**src/design/bgp_pkg.sv**
```systemverilog
/*
  Package of the block-transfer geometry and pattern registers.
  Holds byte addresses, field positions, reset values and the carrier
  structs. Assumes a 32-bit register port with full byte addresses.
*/
package bgp_pkg;

  // Byte addresses of the registers
  localparam logic [31:0] BGP_ADDR_DEST_START   = 32'hB000_B040;
  localparam logic [31:0] BGP_ADDR_RECT_DIM     = 32'hB000_B044;
  localparam logic [31:0] BGP_ADDR_CLIP_TL      = 32'hB000_B048;
  localparam logic [31:0] BGP_ADDR_CLIP_BR      = 32'hB000_B04C;
  localparam logic [31:0] BGP_ADDR_PAT_LOW      = 32'hB000_B050;
  localparam logic [31:0] BGP_ADDR_PAT_HIGH     = 32'hB000_B054;

  // Reset values
  localparam logic [31:0] BGP_RST_DEST_START    = 32'h0000_0000;
  localparam logic [31:0] BGP_RST_RECT_DIM      = 32'h0000_0000;
  localparam logic [31:0] BGP_RST_CLIP_TL       = 32'h0000_0000;
  localparam logic [31:0] BGP_RST_CLIP_BR       = 32'h0000_0000;
  localparam logic [31:0] BGP_RST_PAT_LOW       = 32'h0000_0000;
  localparam logic [31:0] BGP_RST_PAT_HIGH      = 32'h0000_0000;
  localparam logic [31:0] BGP_RD_UNMAPPED       = 32'h0000_0000;

  // Field layout
  localparam int BGP_COORD_W   = 11;
  localparam int BGP_LIN_W     = 28;
  localparam int BGP_LO_LSB    = 0;
  localparam int BGP_HI_LSB    = 16;
  localparam int BGP_LIN_LSB   = 0;
  localparam int BGP_ROW_W     = 8;
  localparam int BGP_ROWS      = 8;

  typedef logic [BGP_COORD_W-1:0] bgp_coord_t;

  // Geometry fields the drawing engine reads from the registers
  typedef struct packed {
    logic [BGP_LIN_W-1:0]     dest_linear_start;
    bgp_coord_t               dest_start_x;
    bgp_coord_t               dest_start_y;
    bgp_coord_t               rect_width;
    bgp_coord_t               rect_height;
    bgp_coord_t               clip_top;
    bgp_coord_t               clip_left;
    bgp_coord_t               clip_bottom;
    bgp_coord_t               clip_right;
  } bgp_geom_t;

  // Pixel write offered by the engine for clipping
  typedef struct packed {
    logic                     valid;
    bgp_coord_t               x;
    bgp_coord_t               y;
  } bgp_pixel_t;

endpackage

```
**src/design/bgp_regs.sv**
```systemverilog
/*
  Geometry and monochrome-pattern registers of the 2D engine, with the
  clipping gate on destination pixel writes and the pattern row lookup.
  Assumes a single-cycle register port: strobes one cycle long, never
  both at once; read data valid only in the cycle after the read.
*/
`timescale 1ns/10ps

// Notes on behaviour
// RQ1 - Linear destination start is 28-bit byte address
// RQ2 - Width is dimension bits 10 to 0
// RQ3 - Height is dimension bits 26 to 16
// RQ4 - Clip top from top/left bits 26:16
// RQ5 - Clip left from top/left bits 10:0
// RQ6 - Clip bottom from bottom/right bits 26:16
// RQ7 - Clip right from bottom/right bits 10:0
// RQ8 - Pattern rows one to four, low group bytes
// RQ9 - Pattern rows five to eight, high group bytes
// RQ10 - XY destination start from bits 10:0, 26:16
// RQ11 - Drop pixel writes outside clipping rectangle
module bgp_regs (
  input  wire logic                     ref_clk,
  input  wire logic                     rst,
  input  wire logic [31:0]              reg_addr,
  input  wire logic [31:0]              reg_wdata,
  input  wire logic                     reg_wr,
  input  wire logic                     reg_rd,
  output logic      [31:0]              reg_rdata,
  output bgp_pkg::bgp_geom_t            geom,
  input  wire logic [2:0]               pat_row_sel,
  output logic      [7:0]               pat_row_bits,
  input  wire bgp_pkg::bgp_pixel_t      pix_in,
  output logic                          pix_write,
  output logic                          pix_clipped
);

  ////////////////////////////////////////////////////////////////////////
  // Address decode

  logic hit_dest_start;
  logic hit_rect_dimension;
  logic hit_clip_top_left;
  logic hit_clip_bottom_right;
  logic hit_pattern_rows_low;
  logic hit_pattern_rows_high;
  logic wr_dest_start;
  logic wr_rect_dimension;
  logic wr_clip_top_left;
  logic wr_clip_bottom_right;
  logic wr_pattern_rows_low;
  logic wr_pattern_rows_high;

  // Full address must match; other writes are dropped
  always_comb begin
    hit_dest_start        = (reg_addr == bgp_pkg::BGP_ADDR_DEST_START);
    hit_rect_dimension    = (reg_addr == bgp_pkg::BGP_ADDR_RECT_DIM);
    hit_clip_top_left     = (reg_addr == bgp_pkg::BGP_ADDR_CLIP_TL);
    hit_clip_bottom_right = (reg_addr == bgp_pkg::BGP_ADDR_CLIP_BR);
    hit_pattern_rows_low  = (reg_addr == bgp_pkg::BGP_ADDR_PAT_LOW);
    hit_pattern_rows_high = (reg_addr == bgp_pkg::BGP_ADDR_PAT_HIGH);
    wr_dest_start         = reg_wr && hit_dest_start;
    wr_rect_dimension     = reg_wr && hit_rect_dimension;
    wr_clip_top_left      = reg_wr && hit_clip_top_left;
    wr_clip_bottom_right  = reg_wr && hit_clip_bottom_right;
    wr_pattern_rows_low   = reg_wr && hit_pattern_rows_low;
    wr_pattern_rows_high  = reg_wr && hit_pattern_rows_high;
  end

  ////////////////////////////////////////////////////////////////////////
  // Destination start word
  // Linear and XY views share one store, as software sees it

  logic [31:0] dest_start;
  logic [31:0] next_dest_start;

  always_comb begin
    next_dest_start = dest_start;
    if (wr_dest_start) begin
      next_dest_start = reg_wdata;
    end
  end

  always_ff @(posedge ref_clk or posedge rst) begin
    if (rst) begin
      dest_start <= bgp_pkg::BGP_RST_DEST_START;
    end else begin
      dest_start <= next_dest_start;
    end
  end

  ////////////////////////////////////////////////////////////////////////
  // Rectangle dimension
  // Counts pixels in XY addressing and bytes in linear addressing

  logic [31:0] blit_rect_dimension;
  logic [31:0] next_blit_rect_dimension;

  always_comb begin
    next_blit_rect_dimension = blit_rect_dimension;
    if (wr_rect_dimension) begin
      next_blit_rect_dimension = reg_wdata;
    end
  end

  always_ff @(posedge ref_clk or posedge rst) begin
    if (rst) begin
      blit_rect_dimension <= bgp_pkg::BGP_RST_RECT_DIM;
    end else begin
      blit_rect_dimension <= next_blit_rect_dimension;
    end
  end

  ////////////////////////////////////////////////////////////////////////
  // Clipping top and left edges

  logic [31:0] clip_top_left;
  logic [31:0] next_clip_top_left;

  always_comb begin
    next_clip_top_left = clip_top_left;
    if (wr_clip_top_left) begin
      next_clip_top_left = reg_wdata;
    end
  end

  always_ff @(posedge ref_clk or posedge rst) begin
    if (rst) begin
      clip_top_left <= bgp_pkg::BGP_RST_CLIP_TL;
    end else begin
      clip_top_left <= next_clip_top_left;
    end
  end

  ////////////////////////////////////////////////////////////////////////
  // Clipping bottom and right edges

  logic [31:0] clip_bottom_right;
  logic [31:0] next_clip_bottom_right;

  always_comb begin
    next_clip_bottom_right = clip_bottom_right;
    if (wr_clip_bottom_right) begin
      next_clip_bottom_right = reg_wdata;
    end
  end

  always_ff @(posedge ref_clk or posedge rst) begin
    if (rst) begin
      clip_bottom_right <= bgp_pkg::BGP_RST_CLIP_BR;
    end else begin
      clip_bottom_right <= next_clip_bottom_right;
    end
  end

  ////////////////////////////////////////////////////////////////////////
  // Pattern rows one to four

  logic [31:0] pattern_rows_low;
  logic [31:0] next_pattern_rows_low;

  always_comb begin
    next_pattern_rows_low = pattern_rows_low;
    if (wr_pattern_rows_low) begin
      next_pattern_rows_low = reg_wdata;
    end
  end

  always_ff @(posedge ref_clk or posedge rst) begin
    if (rst) begin
      pattern_rows_low <= bgp_pkg::BGP_RST_PAT_LOW;
    end else begin
      pattern_rows_low <= next_pattern_rows_low;
    end
  end

  ////////////////////////////////////////////////////////////////////////
  // Pattern rows five to eight

  logic [31:0] pattern_rows_high;
  logic [31:0] next_pattern_rows_high;

  always_comb begin
    next_pattern_rows_high = pattern_rows_high;
    if (wr_pattern_rows_high) begin
      next_pattern_rows_high = reg_wdata;
    end
  end

  always_ff @(posedge ref_clk or posedge rst) begin
    if (rst) begin
      pattern_rows_high <= bgp_pkg::BGP_RST_PAT_HIGH;
    end else begin
      pattern_rows_high <= next_pattern_rows_high;
    end
  end

  ////////////////////////////////////////////////////////////////////////
  // Read port

  logic [31:0] next_reg_rdata;

  // Whole words read back, so reserved bits return what was written
  always_comb begin
    next_reg_rdata = bgp_pkg::BGP_RD_UNMAPPED;
    if (reg_rd) begin
      unique case (reg_addr)
        bgp_pkg::BGP_ADDR_DEST_START: next_reg_rdata = dest_start;
        bgp_pkg::BGP_ADDR_RECT_DIM:   next_reg_rdata = blit_rect_dimension;
        bgp_pkg::BGP_ADDR_CLIP_TL:    next_reg_rdata = clip_top_left;
        bgp_pkg::BGP_ADDR_CLIP_BR:    next_reg_rdata = clip_bottom_right;
        bgp_pkg::BGP_ADDR_PAT_LOW:    next_reg_rdata = pattern_rows_low;
        bgp_pkg::BGP_ADDR_PAT_HIGH:   next_reg_rdata = pattern_rows_high;
        default:                      next_reg_rdata = bgp_pkg::BGP_RD_UNMAPPED;
      endcase
    end
  end

  always_ff @(posedge ref_clk or posedge rst) begin
    if (rst) begin
      reg_rdata <= bgp_pkg::BGP_RD_UNMAPPED;
    end else begin
      reg_rdata <= next_reg_rdata;
    end
  end

  ////////////////////////////////////////////////////////////////////////
  // Field extraction for the engine

  always_comb begin
    geom.dest_linear_start =
      dest_start[bgp_pkg::BGP_LIN_LSB +: bgp_pkg::BGP_LIN_W];      // [RQ1]
    geom.dest_start_x =
      dest_start[bgp_pkg::BGP_LO_LSB +: bgp_pkg::BGP_COORD_W];     // [RQ10]
    geom.dest_start_y =
      dest_start[bgp_pkg::BGP_HI_LSB +: bgp_pkg::BGP_COORD_W];     // [RQ10]
    geom.rect_width =
      blit_rect_dimension[bgp_pkg::BGP_LO_LSB +: bgp_pkg::BGP_COORD_W];
                                                                   // [RQ2]
    geom.rect_height =
      blit_rect_dimension[bgp_pkg::BGP_HI_LSB +: bgp_pkg::BGP_COORD_W];
                                                                   // [RQ3]
    geom.clip_top =
      clip_top_left[bgp_pkg::BGP_HI_LSB +: bgp_pkg::BGP_COORD_W];   // [RQ4]
    geom.clip_left =
      clip_top_left[bgp_pkg::BGP_LO_LSB +: bgp_pkg::BGP_COORD_W];   // [RQ5]
    geom.clip_bottom =
      clip_bottom_right[bgp_pkg::BGP_HI_LSB +: bgp_pkg::BGP_COORD_W];
                                                                   // [RQ6]
    geom.clip_right =
      clip_bottom_right[bgp_pkg::BGP_LO_LSB +: bgp_pkg::BGP_COORD_W];
                                                                   // [RQ7]
  end

  ////////////////////////////////////////////////////////////////////////
  // Monochrome pattern row lookup, one cycle latency

  logic [bgp_pkg::BGP_ROW_W*bgp_pkg::BGP_ROWS-1:0] pattern_all;
  logic [7:0]                                     next_pat_row_bits;

  // Row n sits in byte n, low group first
  always_comb begin
    pattern_all       = {pattern_rows_high, pattern_rows_low}; // [RQ8] [RQ9]
    next_pat_row_bits =
      pattern_all[pat_row_sel*bgp_pkg::BGP_ROW_W +: bgp_pkg::BGP_ROW_W];
  end

  always_ff @(posedge ref_clk or posedge rst) begin
    if (rst) begin
      pat_row_bits <= 8'h00;
    end else begin
      pat_row_bits <= next_pat_row_bits;
    end
  end

  ////////////////////////////////////////////////////////////////////////
  // Clipping gate, one cycle latency

  logic clear_left;
  logic clear_right;
  logic clear_top;
  logic clear_bottom;
  logic pix_in_clip;
  logic next_pix_write;
  logic next_pix_clipped;

  // Edges are inclusive; an inverted rectangle clips every pixel
  // Unsigned compares; coordinates are never negative
  always_comb begin
    clear_left       = (pix_in.x >= geom.clip_left);
    clear_right      = (pix_in.x <= geom.clip_right);
    clear_top        = (pix_in.y >= geom.clip_top);
    clear_bottom     = (pix_in.y <= geom.clip_bottom);
    pix_in_clip      = clear_left && clear_right
                    && clear_top && clear_bottom;
    next_pix_write   = pix_in.valid && pix_in_clip;             // [RQ11]
    next_pix_clipped = pix_in.valid && !pix_in_clip;            // [RQ11]
  end

  always_ff @(posedge ref_clk or posedge rst) begin
    if (rst) begin
      pix_write   <= 1'b0;
      pix_clipped <= 1'b0;
    end else begin
      pix_write   <= next_pix_write;
      pix_clipped <= next_pix_clipped;
    end
  end

endmodule

```
**config.mk**
```make
export PLATFORM = sky130hd
export DESIGN_NAME = bgp_regs
export DESIGN_NICKNAME = d
export VERILOG_FILES = /design/src/design/bgp_pkg.sv /design/src/design/bgp_regs.sv
export SDC_FILE = /design/constraint.sdc
export NUM_CORES = 1
export LEC_CHECK = 0
export BUFFER_PORTS_ARGS = -buffer_cell sky130_fd_sc_hd__buf_2
export CAP_MARGIN = 20
export CELL_PAD_IN_SITES_DETAIL_PLACEMENT = 0
export CELL_PAD_IN_SITES_GLOBAL_PLACEMENT = 1
export CORE_UTILIZATION = 30
export CTS_CLUSTER_SIZE = 40
export DETAILED_ROUTE_END_ITERATION = 10
export HOLD_SLACK_MARGIN = 0.02
export PLACE_DENSITY_LB_ADDON = 0.05
export SYNTH_ARGS = -nofsm -noshare
export SYNTH_HDL_FRONTEND = slang
export SYNTH_SLANG_ARGS = --single-unit
export TNS_END_PERCENT = 100
```
**constraint.sdc**
```tcl
create_clock -name ref_clk -period 16.4 [get_ports ref_clk]
set_input_delay 2.46 -clock ref_clk [delete_from_list [all_inputs] [get_ports ref_clk]]
set_output_delay 2.46 -clock ref_clk [all_outputs]
set_load 0.02 [all_outputs]
```
==> out/metrics.csv, run 1 <==
stage,metric,value,unit
critical_path,cp-end-kind,flop,
clock_network,htreeDepth,1,
clock_network,cts_setup_buffers,0,
logic_synthesis,synth_seq_area_share,0.473,
status,outcome,"finished, final reports clean",
critical_path,slowest_delay,810,ps
clock_network,clk_path_buf_depth,3,
power_and_ir_drop,power.density,91.4,nW/um2
global_route,grt_pass1_wl,61.7,mm
clock_network,cts_resized,0,
critical_path,cpLargestDelayFamily,simple AND/OR/NAND/NOR gates,
placement,io_buffers,251,
power_and_ir_drop,pwr-share-seq,0.441,
sta,hold_viol_final,0,
critical_path,startpoint_type,primary input,
sta,tightest_slew,1070,ps
sta,fin_crit,5310,ps
logic_synthesis,synth_nets,1134,
finish,nets,1259,
detailed_routing,drt_iter0_drc,539,
critical_path,path_cells,buf_2 > nor4b_1 > nand4_1 > nor2_4 > buf_4 > nand4_1 > buf_4 > mux2_1,
die,ioPinCount,252,
clock_network,cts_buffers,29,
logic_synthesis,async_flop_share,1.00,
sta,setup_viol,0,
logic_synthesis,ys_warn_count,0,
die,rows,74,
power_and_ir_drop,switchingPower,0.302,mW
critical_path,criticalPathCategory,in2reg,
critical_path,path_buf_inv,3,
placement,hpwl,29.0,mm
die,dieArea,42100,um2
finish,antennaDiodeCount,0,
finish,drive_gt1_frac,0.401,
global_route,grt_max_degree,124,
clock_network,clk-insertion-delay-late,560,ps
detailed_routing,routed_via_density,5.14,
logic_synthesis,synth_seq_cells,234,
sta,drv_slew,0,
detailed_routing,wire_per_inst,24.9,um
critical_path,critPathRequiredTime,16820,ps
clock_network,path_clk_slew,60,ps
die,die_y,205,um
power_and_ir_drop,switching_share,0.231,
sta,max_slew_margin,0.284,
critical_path,crit_fanout,43,
power_and_ir_drop,combPwrFrac,0.049,
detailed_routing,routed_wl,41.7,mm
detailed_routing,ant_nets,0,
sta,timing.final.crit_share,0.324,
logic_synthesis,syn_area,12400,um2
die,core_area,40700,um2
logic_synthesis,synth_cell_types,49,
logic_synthesis,synth-edff-count,0,
detailed_routing,vias,8599,
clock_network,cts_tree,yes,
logic_synthesis,syn_inst,996,
global_route,grt_pass1_vias,8866,
logic_synthesis,syn_avg_cell_area,12.4,um2
power_and_ir_drop,p_int,1.01,mW
finish,fin_util,0.352,
critical_path,cpMaxStageDelayCell,nand4_1,
detailed_routing,post-route-drc-count,0,
run,drv_cap,0,
sta,tns,0,ps
finish,fill_cells,4176,
critical_path,cp.arrival,5730,ps
clock_network,clockRootBuffer,clkbuf_16,
global_route,grt-ovfl-total,0,
die,start_util,0.304,
die,fp.dieW,205,um
global_route,track_usage,0.202,
critical_path,r2r_cells,7,
min_path,whs_path_depth,1,
critical_path,critical_path_depth,8,
power_and_ir_drop,clkPwrFrac,0.510,
sta,fin_skew,16.0,ps
clock_network,clock-sinks,234,
sta,fmax,0.188,GHz
logic_synthesis,ys.flop_type,dfrtp_1,
detailed_routing,drtPass1Iterations,5,
finish,area_delta_synth_final,15.8,%
placement,finalWeightedCongestion,0.762,
sta,rsz0062_at_grt,no,
clock_network,hold_buffers,0,
power_and_ir_drop,power_leakage,7.36,nW
power_and_ir_drop,peakVddDrop,0.0723,mV
global_route,antenna_found_initial,0,
min_path,hold_class,reg2reg,
## cells in the final DEF (no fill, tap or decap), types with 3 or more instances in the layout
master / count
nand4_1: 15
a21o_1: 6
nand2_1: 14
mux4_2: 16
nor2_1: 28
nand3_1: 11
clkbuf_8: 6
buf_4: 16
o22ai_1: 3
a22oi_1: 11
clkbuf_16: 29
nand3b_1: 3
a32oi_1: 7
clkinv_2: 10
ha_1: 44
a222oi_1: 18
a22o_1: 43
a32o_1: 16
mux2_2: 112
bufinv_16: 4
mux2i_1: 13
a211o_1: 3
dfrtp_1: 234
buf_2: 251
o21ai_0: 14
nor4_1: 3
a21oi_1: 21
o32ai_1: 9
mux2_1: 94
inv_1: 51
## per-stage QoR
stage,std cells,setup WS (ps),cell area (um2),power (mW),hold WS [ps]
after floorplan,996,7520,12400,0.619,454
after global placement,1622,10510,13300,0.654,463
after detailed placement,1622,10490,13300,0.654,476
after CTS,1673,11060,14300,1.33,488
after global routing,1673,10820,14300,1.36,511
final,1673,11090,14300,1.31,483
## metal layers
metal / share of wire / routed length, um / track usage
met5: 0 / 0 / 0
met4: 0.019 / 795 / 0.0487
met3: 0.049 / 2060 / 0.0305
met2: 0.47 / 19800 / 0.329
met1: 0.46 / 19100 / 0.280
## layout make-up
type / instances / area [um2] / area share
Tap cell: 532 / 666 / 0.0464
Multi-Input combinational cell: 537 / 5240 / 0.366
Clock buffer: 36 / 812 / 0.0567
Timing Repair Buffer: 267 / 1380 / 0.0960
Inverter: 52 / 203 / 0.0141
Sequential cell: 234 / 5860 / 0.409
Clock inverter: 15 / 179 / 0.0125
## sequential cells by signal, indices dropped and copies added (netlist names)
signal               flops
pattern_rows_low        32
clip_bottom_right       32
pat_row_bits             8
clip_top_left           32
pix_clipped              1
pattern_rows_high       32
pix_write                1
dest_start              32
blit_rect_dimension     32
reg_rdata               32
## power groups by stage
| stage | registers (mW) | clock network [mW] | logic (mW) |
|---|---|---|---|
| floorplan | 0.589 | 0 | 0.0301 |
| global placement | 0.588 | 0 | 0.0662 |
| detailed placement | 0.588 | 0 | 0.0658 |
| CTS | 0.578 | 0.689 | 0.0660 |
| global route | 0.577 | 0.715 | 0.0722 |
| finish | 0.578 | 0.668 | 0.0636 |
## kinds of logic after synthesis
logic type | synth area share
flip-flops | 0.473
multiplexers | 0.227
buffers and inverters | 0.107
adder cells (fa/ha/maj) | 0.0445
AO/OA/AOI/OAI | 0.104
AND/OR/NAND/NOR | 0.0449
## worst paths after layout
check	start	to	slack, ps
setup reg to reg	clip_bottom_right[4]	pix_write	14120
hold reg to reg	clip_top_left[14]	clip_top_left[14]	480
max in group asynchronous	rst	clip_top_left[30]	12280
min in group asynchronous	rst	clip_bottom_right[28]	2060
setup / recovery	reg_addr[25]	pattern_rows_high[17]	11090
hold / removal	clip_top_left[14]	clip_top_left[14]	480
## synthesized netlist by cell type, types with 15 or more instances
cell / n / share of area
dfrtp_1: 234 / 0.47
buf_4: 119 / 0.072
mux2_2: 112 / 0.10
mux2_1: 94 / 0.086
inv_1: 52 / 0.016
ha_1: 44 / 0.044
a22o_1: 43 / 0.030
nor2_1: 29 / 0.0088
buf_2: 27 / 0.011
clkbuf_1: 25 / 0.0076
a21oi_1: 21 / 0.0085
a222oi_1: 18 / 0.015
a32o_1: 16 / 0.013
mux4_2: 16 / 0.029
nand4_1: 15 / 0.0076
## worst register-to-register path: stages (launching register included)
cell and delay, ps:
dfrtp_1 410, inv_1 90, ha_1 310, a211o_1 260, o211ai_1 120, nand4b_1 150
a22oi_1 580, and4_1 290
(Power assumes the default switching activity.)
==> inputs of run 2 (changes only) <==
--- a/config.mk
+++ b/config.mk
@@ -5,6 +5,7 @@
 export SDC_FILE = /design/constraint.sdc
 export NUM_CORES = 1
 export LEC_CHECK = 0
+export ABC_AREA = 1
 export BUFFER_PORTS_ARGS = -buffer_cell sky130_fd_sc_hd__buf_2
 export CAP_MARGIN = 20
 export CELL_PAD_IN_SITES_DETAIL_PLACEMENT = 0
==> constraint.sdc (replaced) <==
create_clock -name ref_clk -period 4.88 [get_ports ref_clk]
set_input_delay 0.732 -clock ref_clk [delete_from_list [all_inputs] [get_ports ref_clk]]
set_output_delay 0.732 -clock ref_clk [all_outputs]
set_load 0.02 [all_outputs]
==> out/metrics.csv, run 2 <==
stage,metric,value,unit,change
logic_synthesis,synth_seq_area_share,0.462,,-0.0115
clock_network,clockRootBuffer,clkbuf_16,,
finish,nets,1823,,+45%
critical_path,cp-end-kind,flop,,
min_path,hold_class,in2async,,
critical_path,cp.arrival,2820,ps,-2910 ps
critical_path,crit_fanout,64,,+49%
critical_path,criticalPathCategory,in2reg,,
detailed_routing,ant_nets,0,,unchanged
sta,whs,319,ps,-164 ps
power_and_ir_drop,power.density,302,nW/um2,+230%
status,outcome,"finished, final reports clean",,
clock_network,cts_buffers,28,,-3.4%
sta,timing.final.crit_share,0.496,,
logic_synthesis,syn_inst,1592,,+60%
logic_synthesis,synthTopCellsByCount,"330 x nand2_1, 234 x dfrtp_1, 199 x nand3_1",,
global_route,grt_pass1_wl,66.3,mm,+7.3%
global_route,grt_max_degree,120,,-3.2%
power_and_ir_drop,p_total,4.36,mW,+230%
clock_network,clock-sinks,234,,unchanged
finish,fill_cells,4436,,+6.2%
detailed_routing,routed_via_density,4.76,,-7.3%
logic_synthesis,synth-edff-count,0,,unchanged
finish,drive_gt1_frac,0.192,,-0.209
sta,hold_viol_final,0,,unchanged
critical_path,worst-r2r-setup-slack,2950,ps,-11170 ps
detailed_routing,drtPass1Iterations,4,,-1
logic_synthesis,syn_area,12700,um2,+2.5%
clock_network,path_clk_slew,60,ps,about the same
finish,area_delta_synth_final,13.5,%,
logic_synthesis,synth_cell_types,27,,-45%
logic_synthesis,synth_top_area_cell,dfrtp_1,,
power_and_ir_drop,peakVddDrop,0.183,mV,+150%
critical_path,startpoint_type,primary input,,
placement,io_buffers,251,,unchanged
global_route,gr-usage-met3,0.0203,,-0.0103
placement,place_area,13400,um2,+0.79%
global_route,grt-ovfl-total,0,,unchanged
sta,tightest_slew,982,ps,-92.2 ps
logic_synthesis,synth.most_common_cell,nand2_1,,
sta,tns,0,ps,unchanged
finish,fin_area,14400,um2,+0.50%
die,die_y,208,um,+1.2%
global_route,grtUsageMet1,0.277,,-0.00240
die,rows,74,,unchanged
detailed_routing,wire_per_inst,19.1,um,-24%
logic_synthesis,synth_area_leaders,"dfrtp_1 46%, nand2_1 9.8%, buf_4 8.3%",,
logic_synthesis,async_flop_share,1.00,,unchanged
sta,setup_viol,0,,unchanged
logic_synthesis,ys.flop_type,dfrtp_1,,
sta,max_slew_margin,0.344,,+0.0599
critical_path,r2r_cells,10,,+3
die,dieArea,43100,um2,+2.5%
detailed_routing,drt_iter0_drc,655,,+22%
sta,fin_crit,2420,ps,
logic_synthesis,synth_top_area_frac,0.462,,-0.0115
sta,fin_skew,7.61,ps,-8.41 ps
die,fp.dieW,208,um,+1.2%
clock_network,cts_setup_buffers,0,,unchanged
finish,antennaDiodeCount,0,,unchanged
logic_synthesis,synth_seq_cells,234,,unchanged
placement,finalWeightedCongestion,0.817,,+7.1%
run,drv_cap,0,,unchanged
finish,final_common_cell,nand2_1,,
global_route,track_usage,0.199,,-0.00320
detailed_routing,routed_wl,42.6,mm,+2.3%
sta,fmax,0.413,GHz,
sta,rsz0062_at_grt,no,,
power_and_ir_drop,power_leakage,7.30,nW,-0.80%
logic_synthesis,ys_warn_count,0,,unchanged
detailed_routing,vias,10700,,+24%
die,core_area,41300,um2,+1.4%
placement,hpwl,29.7,mm,+2.3%
clock_network,clk_path_buf_depth,3,,unchanged
global_route,busiest_layer,met2,,
logic_synthesis,synth_nets,1730,,+53%
die,start_util,0.307,,+0.00340
global_route,grt_pass1_vias,10500,,+18%
clock_network,clk-insertion-delay-late,550,ps,about the same
clock_network,cts_tree,yes,,
global_route,grt_util_met2,0.336,,+0.00720
logic_synthesis,syn_avg_cell_area,7.97,um2,-36%
clock_network,cts_resized,0,,unchanged
clock_network,htreeDepth,1,,unchanged
global_route,antenna_found_initial,0,,unchanged
critical_path,rr_endpoint,pix_clipped,,
detailed_routing,post-route-drc-count,0,,unchanged
die,ioPinCount,252,,unchanged
sta,drv_slew,0,,unchanged
clock_network,hold_buffers,0,,unchanged
critical_path,rr_startpoint,clip_bottom_right[5],,
critical_path,critPathRequiredTime,5280,ps,-11540 ps
finish,final_cell_mix,"330 x nand2_1, 251 x buf_2, 234 x dfrtp_1",,
## run 2: changes by cell type in the layout (fill, tap and decap cells not counted), sizes merged, moves of 12 or more
| cell | change |
|---|---|
| a21oi | +28 |
| a222oi | -18 |
| a22o | -43 |
| a32o | -16 |
| clkbuf | +12 |
| inv | +80 |
| mux2 | -206 |
| mux2i | -13 |
| mux4 | -16 |
| nand2 | +317 |
| nand3 | +194 |
| nand4 | -12 |
| nor2 | +94 |
| o21ai | +224 |
## run 2: worst max-delay path by stage
stage | slack, ps | startpoint | depth (start not counted) | endpoint
after floorplan | 1080 | rst | 1 | blit_rect_dimension[0]
after global placement | 1830 | reg_addr[14] | 11 | reg_rdata[14]
after detailed placement | 1830 | reg_addr[27] | 11 | reg_rdata[28]
after CTS | 2420 | reg_addr[14] | 11 | reg_rdata[14]
after global routing | 2180 | reg_addr[23] | 11 | reg_rdata[28]
final | 2460 | reg_addr[14] | 10 | blit_rect_dimension[8]
## run 2: power by group
part	switching (mW)	internal [mW]	leakage, nW
Combinational	0.180	0.0746	3.57
Sequential	0.00348	1.95	3.26
Clock	0.838	1.31	0.474
Total	1.02	3.34	7.30
## run 2: cell type report
class / instances / area (um2) / share of cell area
Clock buffer: 48 / 917 / 0.0637
Sequential cell: 234 / 5860 / 0.406
Tap cell: 532 / 666 / 0.0462
Multi-Input combinational cell: 1020 / 5000 / 0.347
Timing Repair Buffer: 268 / 1420 / 0.0987
Inverter: 133 / 503 / 0.0349
Clock inverter: 3 / 40.0 / 0.00278
## run 2: cell families (layout without fill, tap and decap cells)
kind of cell | count (synthesis) | in the layout | synth area share
AO/OA/AOI/OAI | 307 | 307 | 0.123
adder cells (fa/ha/maj) | 44 | 44 | 0.0434
buffers and inverters | 338 | 452 | 0.145
flip-flops | 234 | 234 | 0.462
AND/OR/NAND/NOR | 669 | 669 | 0.227
## run 2: worst max-delay path, stage by stage
cell	delay (ps)
buf_2	90
inv_1	40
nand2_1	40
nor2_1	200
nand3_1	170
nor2_4	790
nand3_2	100
buf_4	390
nand2_1	130
o21ai_0	90
## run 2: metal layers
metal	up-vias	wire length [um]
li1	5293	-
met3	38	1430
met1	5104	20300
met2	223	20500
met4	0	473
met5	-	0
## run 2: metrics by stage
step	instances	util	worst slack (ps)
after floorplan	1592	-	1080
after global routing	2238	0.349	2180
after CTS	2238	0.349	2420
final	2238	0.349	2460
after detailed placement	2187	0.326	1830
after global placement	2187	0.326	1830
